--- config.mk ---
export PLATFORM = sky130hd
export DESIGN_NAME = ascc_device_flat
export DESIGN_NICKNAME = d
export VERILOG_FILES = /design/src/rtl/ascc_pkg.sv /design/src/rtl/ascc_link_if.sv /design/src/rtl/ascc_device.sv /design/src/flat_wrapper.sv
export VERILOG_INCLUDE_DIRS = /design/src /design/src/rtl
export SDC_FILE = /design/constraint.sdc
export NUM_CORES = 1
export LEC_CHECK = 0
export BUFFER_PORTS_ARGS = -buffer_cell sky130_fd_sc_hd__buf_4
export CORE_MARGIN = 5
export CORE_UTILIZATION = 45
export CTS_CLUSTER_DIAMETER = 30
export DETAILED_ROUTE_END_ITERATION = 8
export SLEW_MARGIN = 20
export SYNTH_ARGS = -nofsm -noshare
export SYNTH_HDL_FRONTEND = slang
export SYNTH_SLANG_ARGS = --single-unit
--- constraint.sdc ---
create_clock -name clk -period 5.1 [get_ports clk]
set_input_delay 1.02 -clock clk [delete_from_list [all_inputs] [get_ports clk]]
set_output_delay 1.02 -clock clk [all_outputs]
set_load 0.01 [all_outputs]
--- src/rtl/ascc_defines.svh ---
// Operation
// - Start byte keeps stored range unchanged
// - Type flag with zero range is mode
// - Every input defaults to single-ended 111
// - Differential 001, 100, 111; others reserved
// - Strobe rises when result is ready
// - Strobe stays low in external clock mode
// - Strobe always driven, never released
// - First high bit when idle starts command
// - Early start after 13, 9, 12 bits
// - Result offset binary, top bit first, falling
// - One configuration register per input
// - One eight-bit operating mode register
// - Conversion only on start byte, current method
// - Master holds select low in external clock
// - External clock samples on 14th falling edge
// - Master keeps serial clock rate constant
// - Acquisition mode: 16 clocks, wait, 16 more
// - Internal mode: 8 clocks, wait, 16 more
// - Mode byte: start, selector, 1, 000
// - Mode selector encodings, 011 and 101 reserved
// - Rising edge sampling; select high ignores link
// - Strobe falls on next start bit edge
`ifndef ASCC_DEFINES_SVH
`define ASCC_DEFINES_SVH
`define ASCC_WORD_W       16
`define ASCC_WORD_BITS    5'd16
`define ASCC_CMD_BITS     4'd8
`define ASCC_CMD_LAST     4'd7
`define ASCC_FALLS_AT_CMD 5'd7
`define ASCC_CH_W         3
`define ASCC_CH_NUM       8
`define ASCC_CFG_W        4
`define ASCC_CFG_DEFAULT  4'h7
`define ASCC_TAIL_MODE    4'h8
`define ASCC_TAIL_START   4'h0
`define ASCC_OPMODE_RST   8'h88
`define ASCC_MODE_EXT_CLK 3'h0
`define ASCC_MODE_EXT_ACQ 3'h1
`define ASCC_MODE_INT_CLK 3'h2
`define ASCC_MODE_RSV_A   3'h3
`define ASCC_MODE_RESET   3'h4
`define ASCC_MODE_RSV_B   3'h5
`define ASCC_MODE_PART_PD 3'h6
`define ASCC_MODE_FULL_PD 3'h7
`define ASCC_EARLY_M0     5'd13
`define ASCC_EARLY_M1     5'd9
`define ASCC_EARLY_M2     5'd12
`define ASCC_SAMPLE_M0    5'd14
`define ASCC_LOAD_M0      5'd16
`define ASCC_ACQ_END_M1   5'd16
`define ASCC_ACQ_END_M2   5'd8
`define ASCC_RNG_SE_BQ    4'h1
`define ASCC_RNG_SE_NH    4'h2
`define ASCC_RNG_SE_PH    4'h3
`define ASCC_RNG_SE_BH    4'h4
`define ASCC_RNG_SE_NF    4'h5
`define ASCC_RNG_SE_PF    4'h6
`define ASCC_RNG_SE_BF    4'h7
`define ASCC_RNG_DF_H     4'h9
`define ASCC_RNG_DF_F     4'hc
`define ASCC_RNG_DF_D     4'hf
`define ASCC_HREG_TX      4'h0
`define ASCC_HREG_STATUS  4'h4
`define ASCC_HREG_RX      4'h8
`define ASCC_TX_BYTE_HI   7
`define ASCC_TX_CLK_HI    13
`define ASCC_TX_CLK_LO    8
`endif

--- src/rtl/ascc_pkg.sv ---
`include "ascc_defines.svh"
package ascc_pkg;
  typedef enum logic [3:0] {
    SPAN_SE_BIP_QUARTER,
    SPAN_SE_NEG_HALF,
    SPAN_SE_POS_HALF,
    SPAN_SE_BIP_HALF,
    SPAN_SE_NEG_FULL,
    SPAN_SE_POS_FULL,
    SPAN_SE_BIP_FULL,
    SPAN_DF_BIP_HALF,
    SPAN_DF_BIP_FULL,
    SPAN_DF_BIP_DOUBLE,
    SPAN_NONE
  } ascc_span_e;

  typedef enum logic [1:0] {
    DEV_IDLE,
    DEV_CMD,
    DEV_ACQ,
    DEV_CONV
  } ascc_dev_state_e;

  function automatic ascc_span_e ascc_span_of(input logic [3:0] code);
    case (code)
      `ASCC_RNG_SE_BQ: return SPAN_SE_BIP_QUARTER;
      `ASCC_RNG_SE_NH: return SPAN_SE_NEG_HALF;
      `ASCC_RNG_SE_PH: return SPAN_SE_POS_HALF;
      `ASCC_RNG_SE_BH: return SPAN_SE_BIP_HALF;
      `ASCC_RNG_SE_NF: return SPAN_SE_NEG_FULL;
      `ASCC_RNG_SE_PF: return SPAN_SE_POS_FULL;
      `ASCC_RNG_SE_BF: return SPAN_SE_BIP_FULL;
      `ASCC_RNG_DF_H:  return SPAN_DF_BIP_HALF;
      `ASCC_RNG_DF_F:  return SPAN_DF_BIP_FULL;
      `ASCC_RNG_DF_D:  return SPAN_DF_BIP_DOUBLE;
      default:         return SPAN_NONE;
    endcase
  endfunction : ascc_span_of
endpackage : ascc_pkg

--- src/rtl/ascc_link_if.sv ---
`timescale 1ns/100ps
`default_nettype none
interface ascc_link_if;
  logic csN;
  logic sclk;
  logic serialIn;
  logic serialOut;
  logic serialOutEnN;
  logic strobe;
  logic serialOutLine;

  // Released line reads as pulled high
  assign serialOutLine = serialOutEnN ? 1'b1 : serialOut;

  modport dev (
    input  csN,
    input  sclk,
    input  serialIn,
    output serialOut,
    output serialOutEnN,
    output strobe
  );
  modport host (
    output csN,
    output sclk,
    output serialIn,
    input  serialOutLine,
    input  strobe
  );
endinterface : ascc_link_if
`default_nettype wire

--- src/rtl/ascc_device.sv ---
// The placing of the registers and strobed register access were decided locally.
`timescale 1ns/100ps
`default_nettype none
`include "ascc_defines.svh"
module ascc_device #(
  parameter int CONV_CYCLES = 200
) (
  // Clock and reset
  input  wire logic                       clk,
  input  wire logic                       reset_n,
  // Serial link
  ascc_link_if.dev                        link,
  // Converter core
  input  wire logic [`ASCC_WORD_W-1:0]    sampleValue,
  output logic                            sampleNow,
  output logic [`ASCC_CH_W-1:0]           sampleChan,
  output ascc_pkg::ascc_span_e            sampleSpan,
  // Operating state
  output logic [2:0]                      modeSel,
  output logic                            partialDown,
  output logic                            fullDown,
  output logic                            convBusy,
  // Configuration view
  input  wire logic [`ASCC_CH_W-1:0]      cfgViewChan,
  output logic [`ASCC_CFG_W-1:0]          cfgView
);
  import ascc_pkg::*;

  localparam int TW = $clog2(CONV_CYCLES);

  // Timer width comes from the count, so tiny or huge counts are refused
  if (CONV_CYCLES < 2 || CONV_CYCLES > 4096) begin : g_conv_check
    $error("CONV_CYCLES out of range");
  end

  typedef struct packed {
    logic                                        csS1;
    logic                                        csS2;
    logic                                        sclkS1;
    logic                                        sclkS2;
    logic                                        sclkS3;
    logic                                        dinS1;
    logic                                        dinS2;
    ascc_dev_state_e                             state;
    logic [7:0]                                  cmdShift;
    logic [3:0]                                  bitCnt;
    logic [4:0]                                  fallCnt;
    logic [TW-1:0]                               timer;
    logic [7:0]                                  opMode;
    logic [`ASCC_CH_NUM-1:0][`ASCC_CFG_W-1:0]    cfg;
    logic [`ASCC_WORD_W-1:0]                     sample;
    logic [`ASCC_WORD_W-1:0]                     resShift;
    logic [4:0]                                  outLeft;
    logic                                        strobe;
    logic                                        sampleNow;
    logic [`ASCC_CH_W-1:0]                       convChan;
    ascc_span_e                                  span;
    logic [`ASCC_CFG_W-1:0]                      cfgView;
  } ascc_dev_s;

  localparam ascc_dev_s RST = '{
    csS1:     1'b1,
    csS2:     1'b1,
    state:    DEV_IDLE,
    opMode:   `ASCC_OPMODE_RST,
    cfg:      {`ASCC_CH_NUM{`ASCC_CFG_DEFAULT}},
    span:     SPAN_SE_BIP_FULL,
    cfgView:  `ASCC_CFG_DEFAULT,
    default:  '0
  };

  ascc_dev_s cur;
  ascc_dev_s next_cur;

  logic                    rise;
  logic                    fall;
  logic [2:0]              mode;
  logic [4:0]              early;
  logic [4:0]              bitsOut;
  logic                    startOk;
  logic [7:0]              byteIn;
  logic [4:0]              fc;
  logic                    convMode;

  always_comb begin
    next_cur = cur;
    next_cur.csS1 = link.csN;
    next_cur.csS2 = cur.csS1;
    next_cur.sclkS1 = link.sclk;
    next_cur.sclkS2 = cur.sclkS1;
    next_cur.sclkS3 = cur.sclkS2;
    next_cur.dinS1 = link.serialIn;
    next_cur.dinS2 = cur.dinS1;
    next_cur.sampleNow = 1'b0;
    next_cur.cfgView = cur.cfg[cfgViewChan];
    // Link activity only counts with select low
    rise = !cur.csS2 && cur.sclkS2 && !cur.sclkS3;
    fall = !cur.csS2 && !cur.sclkS2 && cur.sclkS3;
    mode = cur.opMode[6:4];
    convMode = (mode == `ASCC_MODE_EXT_CLK) ||
               (mode == `ASCC_MODE_EXT_ACQ) ||
               (mode == `ASCC_MODE_INT_CLK);
    case (mode)
      `ASCC_MODE_EXT_ACQ: early = `ASCC_EARLY_M1;
      `ASCC_MODE_INT_CLK: early = `ASCC_EARLY_M2;
      default:            early = `ASCC_EARLY_M0;
    endcase
    bitsOut = `ASCC_WORD_BITS - cur.outLeft;
    startOk = (cur.state == DEV_IDLE) &&
              ((cur.outLeft == 5'd0) || (bitsOut >= early));
    byteIn = {cur.cmdShift[6:0], cur.dinS2};
    fc = cur.fallCnt + 5'd1;

    if (rise) begin
      case (cur.state)
        DEV_IDLE: begin
          if (cur.dinS2 && startOk) begin
            next_cur.state = DEV_CMD;
            next_cur.cmdShift = 8'h01;
            next_cur.bitCnt = 4'h1;
            next_cur.strobe = 1'b0;
          end
        end
        DEV_CMD: begin
          next_cur.cmdShift = byteIn;
          next_cur.bitCnt = cur.bitCnt + 4'h1;
          if (cur.bitCnt == `ASCC_CMD_LAST) begin
            next_cur.state = DEV_IDLE;
            if (byteIn[3:0] == `ASCC_TAIL_MODE) begin
              case (byteIn[6:4])
                `ASCC_MODE_RESET: begin
                  next_cur.opMode = `ASCC_OPMODE_RST;
                  next_cur.cfg = {`ASCC_CH_NUM{`ASCC_CFG_DEFAULT}};
                end
                `ASCC_MODE_RSV_A, `ASCC_MODE_RSV_B: begin
                  next_cur.opMode = cur.opMode;
                end
                default: begin
                  next_cur.opMode = byteIn;
                end
              endcase
            end else if (byteIn[3:0] == `ASCC_TAIL_START) begin
              // Power-down modes take no conversion
              if (convMode) begin
                next_cur.state = DEV_ACQ;
                next_cur.fallCnt = `ASCC_FALLS_AT_CMD;
                next_cur.convChan = byteIn[6:4];
                next_cur.span = ascc_span_of(cur.cfg[byteIn[6:4]]);
              end
            end else if (ascc_span_of(byteIn[3:0]) != SPAN_NONE) begin
              next_cur.cfg[byteIn[6:4]] = byteIn[3:0];
            end
          end
        end
        default: begin
        end
      endcase
    end

    if (fall && cur.outLeft != 5'd0) begin
      next_cur.resShift = {cur.resShift[`ASCC_WORD_W-2:0], 1'b0};
      next_cur.outLeft = cur.outLeft - 5'd1;
    end

    if (cur.state == DEV_ACQ && fall) begin
      next_cur.fallCnt = fc;
      if (mode == `ASCC_MODE_EXT_CLK) begin
        if (fc == `ASCC_SAMPLE_M0) begin
          next_cur.sample = sampleValue;
          next_cur.sampleNow = 1'b1;
        end
        if (fc == `ASCC_LOAD_M0) begin
          // No strobe here: the master is clocking the result out
          next_cur.resShift = cur.sample;
          next_cur.outLeft = `ASCC_WORD_BITS;
          next_cur.state = DEV_IDLE;
        end
      end else if ((mode == `ASCC_MODE_EXT_ACQ && fc == `ASCC_ACQ_END_M1) ||
                   (mode == `ASCC_MODE_INT_CLK && fc == `ASCC_ACQ_END_M2))
      begin
        next_cur.sample = sampleValue;
        next_cur.sampleNow = 1'b1;
        next_cur.timer = '0;
        next_cur.state = DEV_CONV;
      end
    end else if (cur.state != DEV_CONV && cur.csS2) begin
      // Select raised mid-byte or mid-acquisition aborts it
      next_cur.state = DEV_IDLE;
    end

    if (cur.state == DEV_CONV) begin
      next_cur.timer = cur.timer + TW'(1);
      if (cur.timer == TW'(CONV_CYCLES - 1)) begin
        next_cur.resShift = cur.sample;
        next_cur.outLeft = `ASCC_WORD_BITS;
        next_cur.strobe = 1'b1;
        next_cur.state = DEV_IDLE;
      end
    end
  end

  always_ff @(posedge clk or negedge reset_n) begin
    if (!reset_n) begin
      cur <= RST;
    end else begin
      cur <= next_cur;
    end
  end

  assign link.serialOut = cur.resShift[`ASCC_WORD_W-1];
  assign link.serialOutEnN = cur.csS2;
  assign link.strobe = cur.strobe;
  assign sampleNow = cur.sampleNow;
  assign sampleChan = cur.convChan;
  assign sampleSpan = cur.span;
  assign modeSel = cur.opMode[6:4];
  assign partialDown = (cur.opMode[6:4] == `ASCC_MODE_PART_PD);
  assign fullDown = (cur.opMode[6:4] == `ASCC_MODE_FULL_PD);
  assign convBusy = (cur.state == DEV_ACQ) || (cur.state == DEV_CONV);
  assign cfgView = cur.cfgView;
endmodule : ascc_device
`default_nettype wire

--- src/flat_wrapper.sv ---
// flat-port wrapper written by rule: the top's interface ports become plain ports
module ascc_device_flat import ascc_pkg::*;
#(
  parameter int CONV_CYCLES = 200
)
  (clk, reset_n, sampleValue, sampleNow, sampleChan, sampleSpan, modeSel, partialDown, fullDown, convBusy, cfgViewChan, cfgView, link_csN, link_sclk, link_serialIn, link_serialOut, link_serialOutEnN, link_strobe);
  ascc_link_if link_i ();
  input  wire logic clk;
  input  wire logic reset_n;
  input  wire logic [`ASCC_WORD_W-1:0] sampleValue;
  output logic sampleNow;
  output logic [`ASCC_CH_W-1:0] sampleChan;
  output ascc_pkg::ascc_span_e sampleSpan;
  output logic [2:0] modeSel;
  output logic partialDown;
  output logic fullDown;
  output logic convBusy;
  input  wire logic [`ASCC_CH_W-1:0] cfgViewChan;
  output logic [`ASCC_CFG_W-1:0] cfgView;
  input wire logic [$bits(link_i.csN)-1:0] link_csN;
  input wire logic [$bits(link_i.sclk)-1:0] link_sclk;
  input wire logic [$bits(link_i.serialIn)-1:0] link_serialIn;
  output wire logic [$bits(link_i.serialOut)-1:0] link_serialOut;
  output wire logic [$bits(link_i.serialOutEnN)-1:0] link_serialOutEnN;
  output wire logic [$bits(link_i.strobe)-1:0] link_strobe;
  assign link_i.csN = link_csN;
  assign link_i.sclk = link_sclk;
  assign link_i.serialIn = link_serialIn;
  assign link_serialOut = link_i.serialOut;
  assign link_serialOutEnN = link_i.serialOutEnN;
  assign link_strobe = link_i.strobe;
  ascc_device #(.CONV_CYCLES(CONV_CYCLES)) u_core (.clk(clk), .reset_n(reset_n), .link(link_i), .sampleValue(sampleValue), .sampleNow(sampleNow), .sampleChan(sampleChan), .sampleSpan(sampleSpan), .modeSel(modeSel), .partialDown(partialDown), .fullDown(fullDown), .convBusy(convBusy), .cfgViewChan(cfgViewChan), .cfgView(cfgView));
endmodule
======== Yosys cells after proc, flatten, opt, wreduce, memory -nomap -nowiden ========
Memory sizes are Yosys's and may differ from the RTL's. A register that Yosys moved wholly into a read port is not among the register bits.
Cells that the tools add are included.
word-level totals
  register bits ........................... 119
  latch bits .............................. 0
  RAM bits ................................ 0
  bits in read-only memories .............. 128
  input bits .............................. 24
  memories ................................ 2
memory list
  memory            depth  width  read ports  clocked after memory_dff  wr ports  line            source
  (name not given)  16     4      1           1                         0         ascc_pkg.sv:25  case (code)
  (name not given)  16     4      1           0                         0         ascc_pkg.sv:25
cells by class
  $add $sub $neg .......................... 5
  multiply operators ...................... 0
  divide/modulo/power cells ............... 0
  $lt $le $gt $ge ......................... 4
  eq/ne operators ......................... 24
  shifts and indexed selects .............. 0
  mux-type cells .......................... 57
  bitwise logic cells ..................... 2
  reduce and logical (&&, ||, !) cells .... 44
operators with widths
  cell                   number
  $mux W32               4
  $mux W21               4
  $mux W16               3
  $mux W22               2
  $bwmux W32             1
  $mux W4                8
  $pmux W14 S2           1
  $mux W5                5
  $bmux W4 S3            2
  $mux W8                3
  $mux W2                11
  $reduce_bool A2 Y1     10
  $mux W19               1
  $reduce_and A6 Y1      3
  $mux W14               1
  $pmux W7 S2            1
  $mux W13               1
  $demux W4 S3           1
  $eq A3 B3 Y1 const B   4
  $logic_and A1 B1 Y1    12
  $ne A2 B2 Y1 const B   6
  $eq A5 B4 Y1 const B   2
  $reduce_and A3 Y1      3
  $add A8 B1 Y8 const B  1
  29 further kinds       46

======== Logic depth before layout (Yosys ltp) ========
  depth in word-level cells ............... 14
  mapped depth ............................ 10
  mapped depth without buffers ............ 8

======== Least setup slack after synthesis ========
Ideal clock, no wire load.
  kind .................................... flip-flop to flip-flop
  start point ............................. reg u_core.cur[13] (netlist name)
  end point ............................... reg u_core.cur[28] (netlist name)
  setup time .............................. 0.125 ns
  arrival time ............................ 2.331 ns
  required time ........................... 4.975 ns
  slack ................................... 2.644 ns
  stages on the path, launching flop included .. 9
  clock period less this slack ............ 2.456 ns
  cells stage by stage .................... dfrtp_1 > inv_1 > ha_1 > nor3b_1 > ha_1 > nor4b_1 > clkbuf_1 > mux2_2 > mux2_2
RTL lines
  element                   line                source
  start: declaration        ascc_device.sv:72   ascc_dev_s cur;
  start signal: assignment  ascc_device.sv:206  cur <= next_cur;

======== Worst setup path in the final report ========
  start point ............................. reg u_core.cur (netlist bit u_core.byteIn[6])
  end point ............................... reg u_core.cur[70] (netlist name)
between the ends
  longest elaborated chain between the ends .. 8
ends and longest elaborated chain
  element                                                             line                source
  $lt A3 B4 Y1 (implied by the code) or $ge A3 B1 Y1 (tied branches)  ascc_device.sv:151  next_cur.cfg[byteIn[6:4]] = byteIn[3:0];
  $logic_and A1 B1 Y1 (implied by the code)                           ascc_device.sv:151
  $mux W4 (implied by the code)                                       ascc_device.sv:151
  $demux W4 S3                                                        --
  $bwmux W32                                                          ascc_device.sv:151
  $mux W32                                                            ascc_device.sv:150  end else if (ascc_span_of(byteIn[3:0]) != SPAN_NONE) begin
  $mux W32                                                            ascc_device.sv:142  end else if (byteIn[3:0] == `ASCC_TAIL_START) begin
  $mux W32                                                            ascc_device.sv:129  if (byteIn[3:0] == `ASCC_TAIL_MODE) begin
Several ways; a longest one is shown, not always the timed one. The select of a mux whose other input is x is not followed.
A chain may end at the register's enable or synchronous reset.

==> results.txt <==
I/O pin count: 45
Inserted Diodes: 0
Initial antenna violation count: 0
Root buf cell: clkbuf_16
Finished Cell Area: 7260 µm²
HPWL after DPL: 9370 µm
GRT Total Usage: 17.4%
Max cap viols: 0
CTS H-tree lvls: 4
Die area: 16600 µm²
# fillers: 1197
Initial core utilization: 45.9%
FMAX: 0.349 GHz
Synth Area in Adders: 3.55%
Post-CTS Setup Repair Bufs: 0
First-pass GRT wire length: 22800 µm
Core area: 13800 µm²
Total clock buffers created by CTS: 17
FF+latch count, synth: 117
Setup CP Type: reg -> reg
Number of synthesized flops with an enable pin: 0
Post-Syn Area per Cell: 11.8 µm²
Post-route ant nets: 0
Seq pwr share: 44.5%
Largest family of logic cells by synthesized area: multiplexers
Status: completed
Total power: 2150 µW
Sw Pwr: 491 µW
Clock Skew: 0.00978 ns
Synth Area in XOR/XNOR: 2.07%
Post-CTS Hold Buffers: 0
DR vias/cell: 5.67
Fraction of registers with async set/reset: 100%
DR pass1 iterations: 8
Largest net degree at the start of global routing: 79
Mapped Cells: 536
Final wirelength: 13500 µm
Non-Filler Instances: 756
FP Rows: 43
Via count: 4288
Worst min path class: reg -> reg
Place WS: 2.24 ns
Ys Warns: 0
Final max-slew violation count: 0
Synth Area in Compound Gates: 11.1%
Wirelength per Cell: 17.9 µm
Synth cell types: 63
DRC: 0
Register area share after synthesis: 46.8%
Required @ worst endpoint: 5.41 ns
Crit path DAT: 3.18 ns
Minimum clock period: 2.87 ns
PwrDens: 296 nW/µm²
Final Hold Fails: 0
Placed Area: 6690 µm²
Post-synthesis simple-gate area fraction: 12.1%
CTS sink cnt: 117
Clk slew on worst S/H paths: 0.06 ns
Crit path max fanout: 21
Die height: 129 µm
Chip width: 129 µm
Setup WS post-layout: 2.23 ns
Syn nets: 578
Worst IR drop on VDD: 0.000221 V
Dpl cells: 724
Setup TNS: 0 ns
Vias in the first global route: 4390
P_int: 1660 µW
Synth-to-Final Area Change: 14.6%
Resize count post-CTS: 0
Max Buffers Root-to-Sink: 2
Switching portion of total power: 22.9%
Layout cells sized above 1: 35.6%
CTS tree: yes
LEAKAGE: 0.00320 µW
Syn Std Cell Area: 6340 µm²
Worst setup EP type: flip-flop
Slew @ Worst Pin: 1.06 ns
Iteration-0 DRC Markers: 353
Final nets: 605
Slew Limit Headroom: 29.6%
Hold path depth: 0
RSZ-0062 raised after global routing: false
R2r worst-path depth: 5
Final Cycle Share: 56.2%
GPL Wtd Cong: 0.832
Grt ovf: 0
Comb pwr share: 3.1%
Skew-Pair Late Insertion Delay: 0.42 ns
Critical path startpoint category: flip-flop
Final Setup Violations: 0
Synth Flop Type: dfrtp_1
Buffers added on ports: 44
Post-synthesis mux area share: 19.3%
Clock power frac: 52.5%
-- synth_stat cells (all sizes together), types with 3 or more instances --
| library cell | instances | share of area, % |
|---|---|---|
| dfstp | 31 | 13 |
| clkbuf | 15 | 0.95 |
| or3 | 3 | 0.30 |
| nor2 | 22 | 1.3 |
| a41oi | 4 | 0.85 |
| xnor2 | 8 | 1.1 |
| o211ai | 4 | 0.47 |
| a2111oi | 3 | 1.0 |
| buf | 24 | 2.8 |
| a2bb2oi | 21 | 2.9 |
| o22ai | 10 | 0.99 |
| mux2 | 57 | 11 |
| nand2 | 42 | 2.5 |
| ha | 18 | 3.6 |
| nand3 | 16 | 1.3 |
| a21oi | 21 | 2.1 |
| nor3b | 6 | 0.89 |
| and3 | 5 | 0.51 |
| o21ai | 10 | 0.79 |
| dfrtp | 86 | 34 |
| nand3b | 4 | 0.47 |
| nand4 | 3 | 0.30 |
| mux2i | 20 | 3.2 |
| xor2 | 7 | 0.97 |
| nor2b | 4 | 0.39 |
| and2 | 9 | 0.89 |
| nor3 | 18 | 1.9 |
| mux4 | 15 | 5.3 |
| nand2b | 4 | 0.39 |
| inv | 22 | 1.3 |
-- through the flow --
stage | hold slack [ns] | util, %
2_1_floorplan | 0.331 | -
3_3_place_gp | 0.336 | 48.4
3_5_place_dp | 0.335 | 48.4
4_1_cts | 0.347 | 52.5
5_1_grt | 0.356 | 52.5
6_report | 0.346 | 52.5
-- cell type report --
class / count / area (µm²) / share of cell area [%]
repair buffers: 47 / 357 / 4.91
multi-input cells: 356 / 3060 / 42.1
inverters: 24 / 90.1 / 1.24
clock buffers: 18 / 439 / 6.05
clock inverters: 14 / 129 / 1.77
flip-flops and latches: 117 / 2970 / 40.8
well taps: 180 / 225 / 3.10
-- worst max-delay path: stages, from the launching register on --
cell and delay, ns:
dfrtp_1 0.81, nor3b_4 0.46, a21oi_1 0.20, a2111o_1 0.67, nor3_2 0.48, a2bb2oi_1 0.14
-- cells in the final DEF, fill, tap and decap left out, types with 18 or more instances in the layout --
| cell | synthesis | routed |
|---|---|---|
| ha_1 | 18 | 18 |
| dfrtp_1 | 86 | 86 |
| mux2i_1 | 19 | 19 |
| mux2_2 | 47 | 47 |
| a2bb2oi_1 | 21 | 21 |
| nand2_1 | 42 | 42 |
| dfstp_2 | 31 | 31 |
| buf_4 | 15 | 46 |
| inv_1 | 21 | 21 |
| nor2_1 | 22 | 22 |
-- layer usage --
metal	vias to the layer above	routed length, µm	track usage [%]
met5	-	0	0
met4	0	209	5.37
met3	17	722	4.86
met2	117	6350	27.0
met1	2153	6240	24.0
li1	2001	-	-
-- worst paths after layout --
path                             startpoint              endpoint  slack [ns]
max                        u_core.byteIn[6]        u_core.cur[70]        2.23
min                         u_core.cur[121]       u_core.cur[120]        0.35
max reg2reg                u_core.byteIn[6]        u_core.cur[70]        2.23
min reg2reg                 u_core.cur[121]       u_core.cur[120]        0.35
max in group asynchronous           reset_n  u_core.sampleSpan[2]        3.47
min in group asynchronous           reset_n       u_core.cur[118]        0.63
-- cell families (layout without fill, tap and decap cells) --
kind of cell | count (synthesis) | in the layout
AO/OA/AOI/OAI | 87 | 87
XOR/XNOR | 15 | 15
adder cells (fa/ha/maj) | 18 | 18
buffers and inverters | 63 | 103
flip-flops | 117 | 117
multiplexers | 92 | 92
AND/OR/NAND/NOR | 144 | 144
-- power by group through the flow --
stage	Sequential, µW	Combinational, µW	Clock, µW
detailed placement	971	67.6	0
finish	956	66.0	1130
global route	958	74.8	1200
global placement	970	65.6	0
CTS	956	68.0	1150
floorplan	967	29.0	0
-- flip-flops by register name, indices dropped and copies added (netlist names) --
name,count
u_core.cur,92
u_core.modeSel,3
u_core.sampleNow,1
u_core.link.serialOut,1
u_core.sampleSpan,4
u_core.link.strobe,1
u_core.link.serialOutEnN,1
u_core.byteIn,7
u_core.sampleChan,3
u_core.cfgView,4
Note: power is estimated with default switching activity, not from simulation.
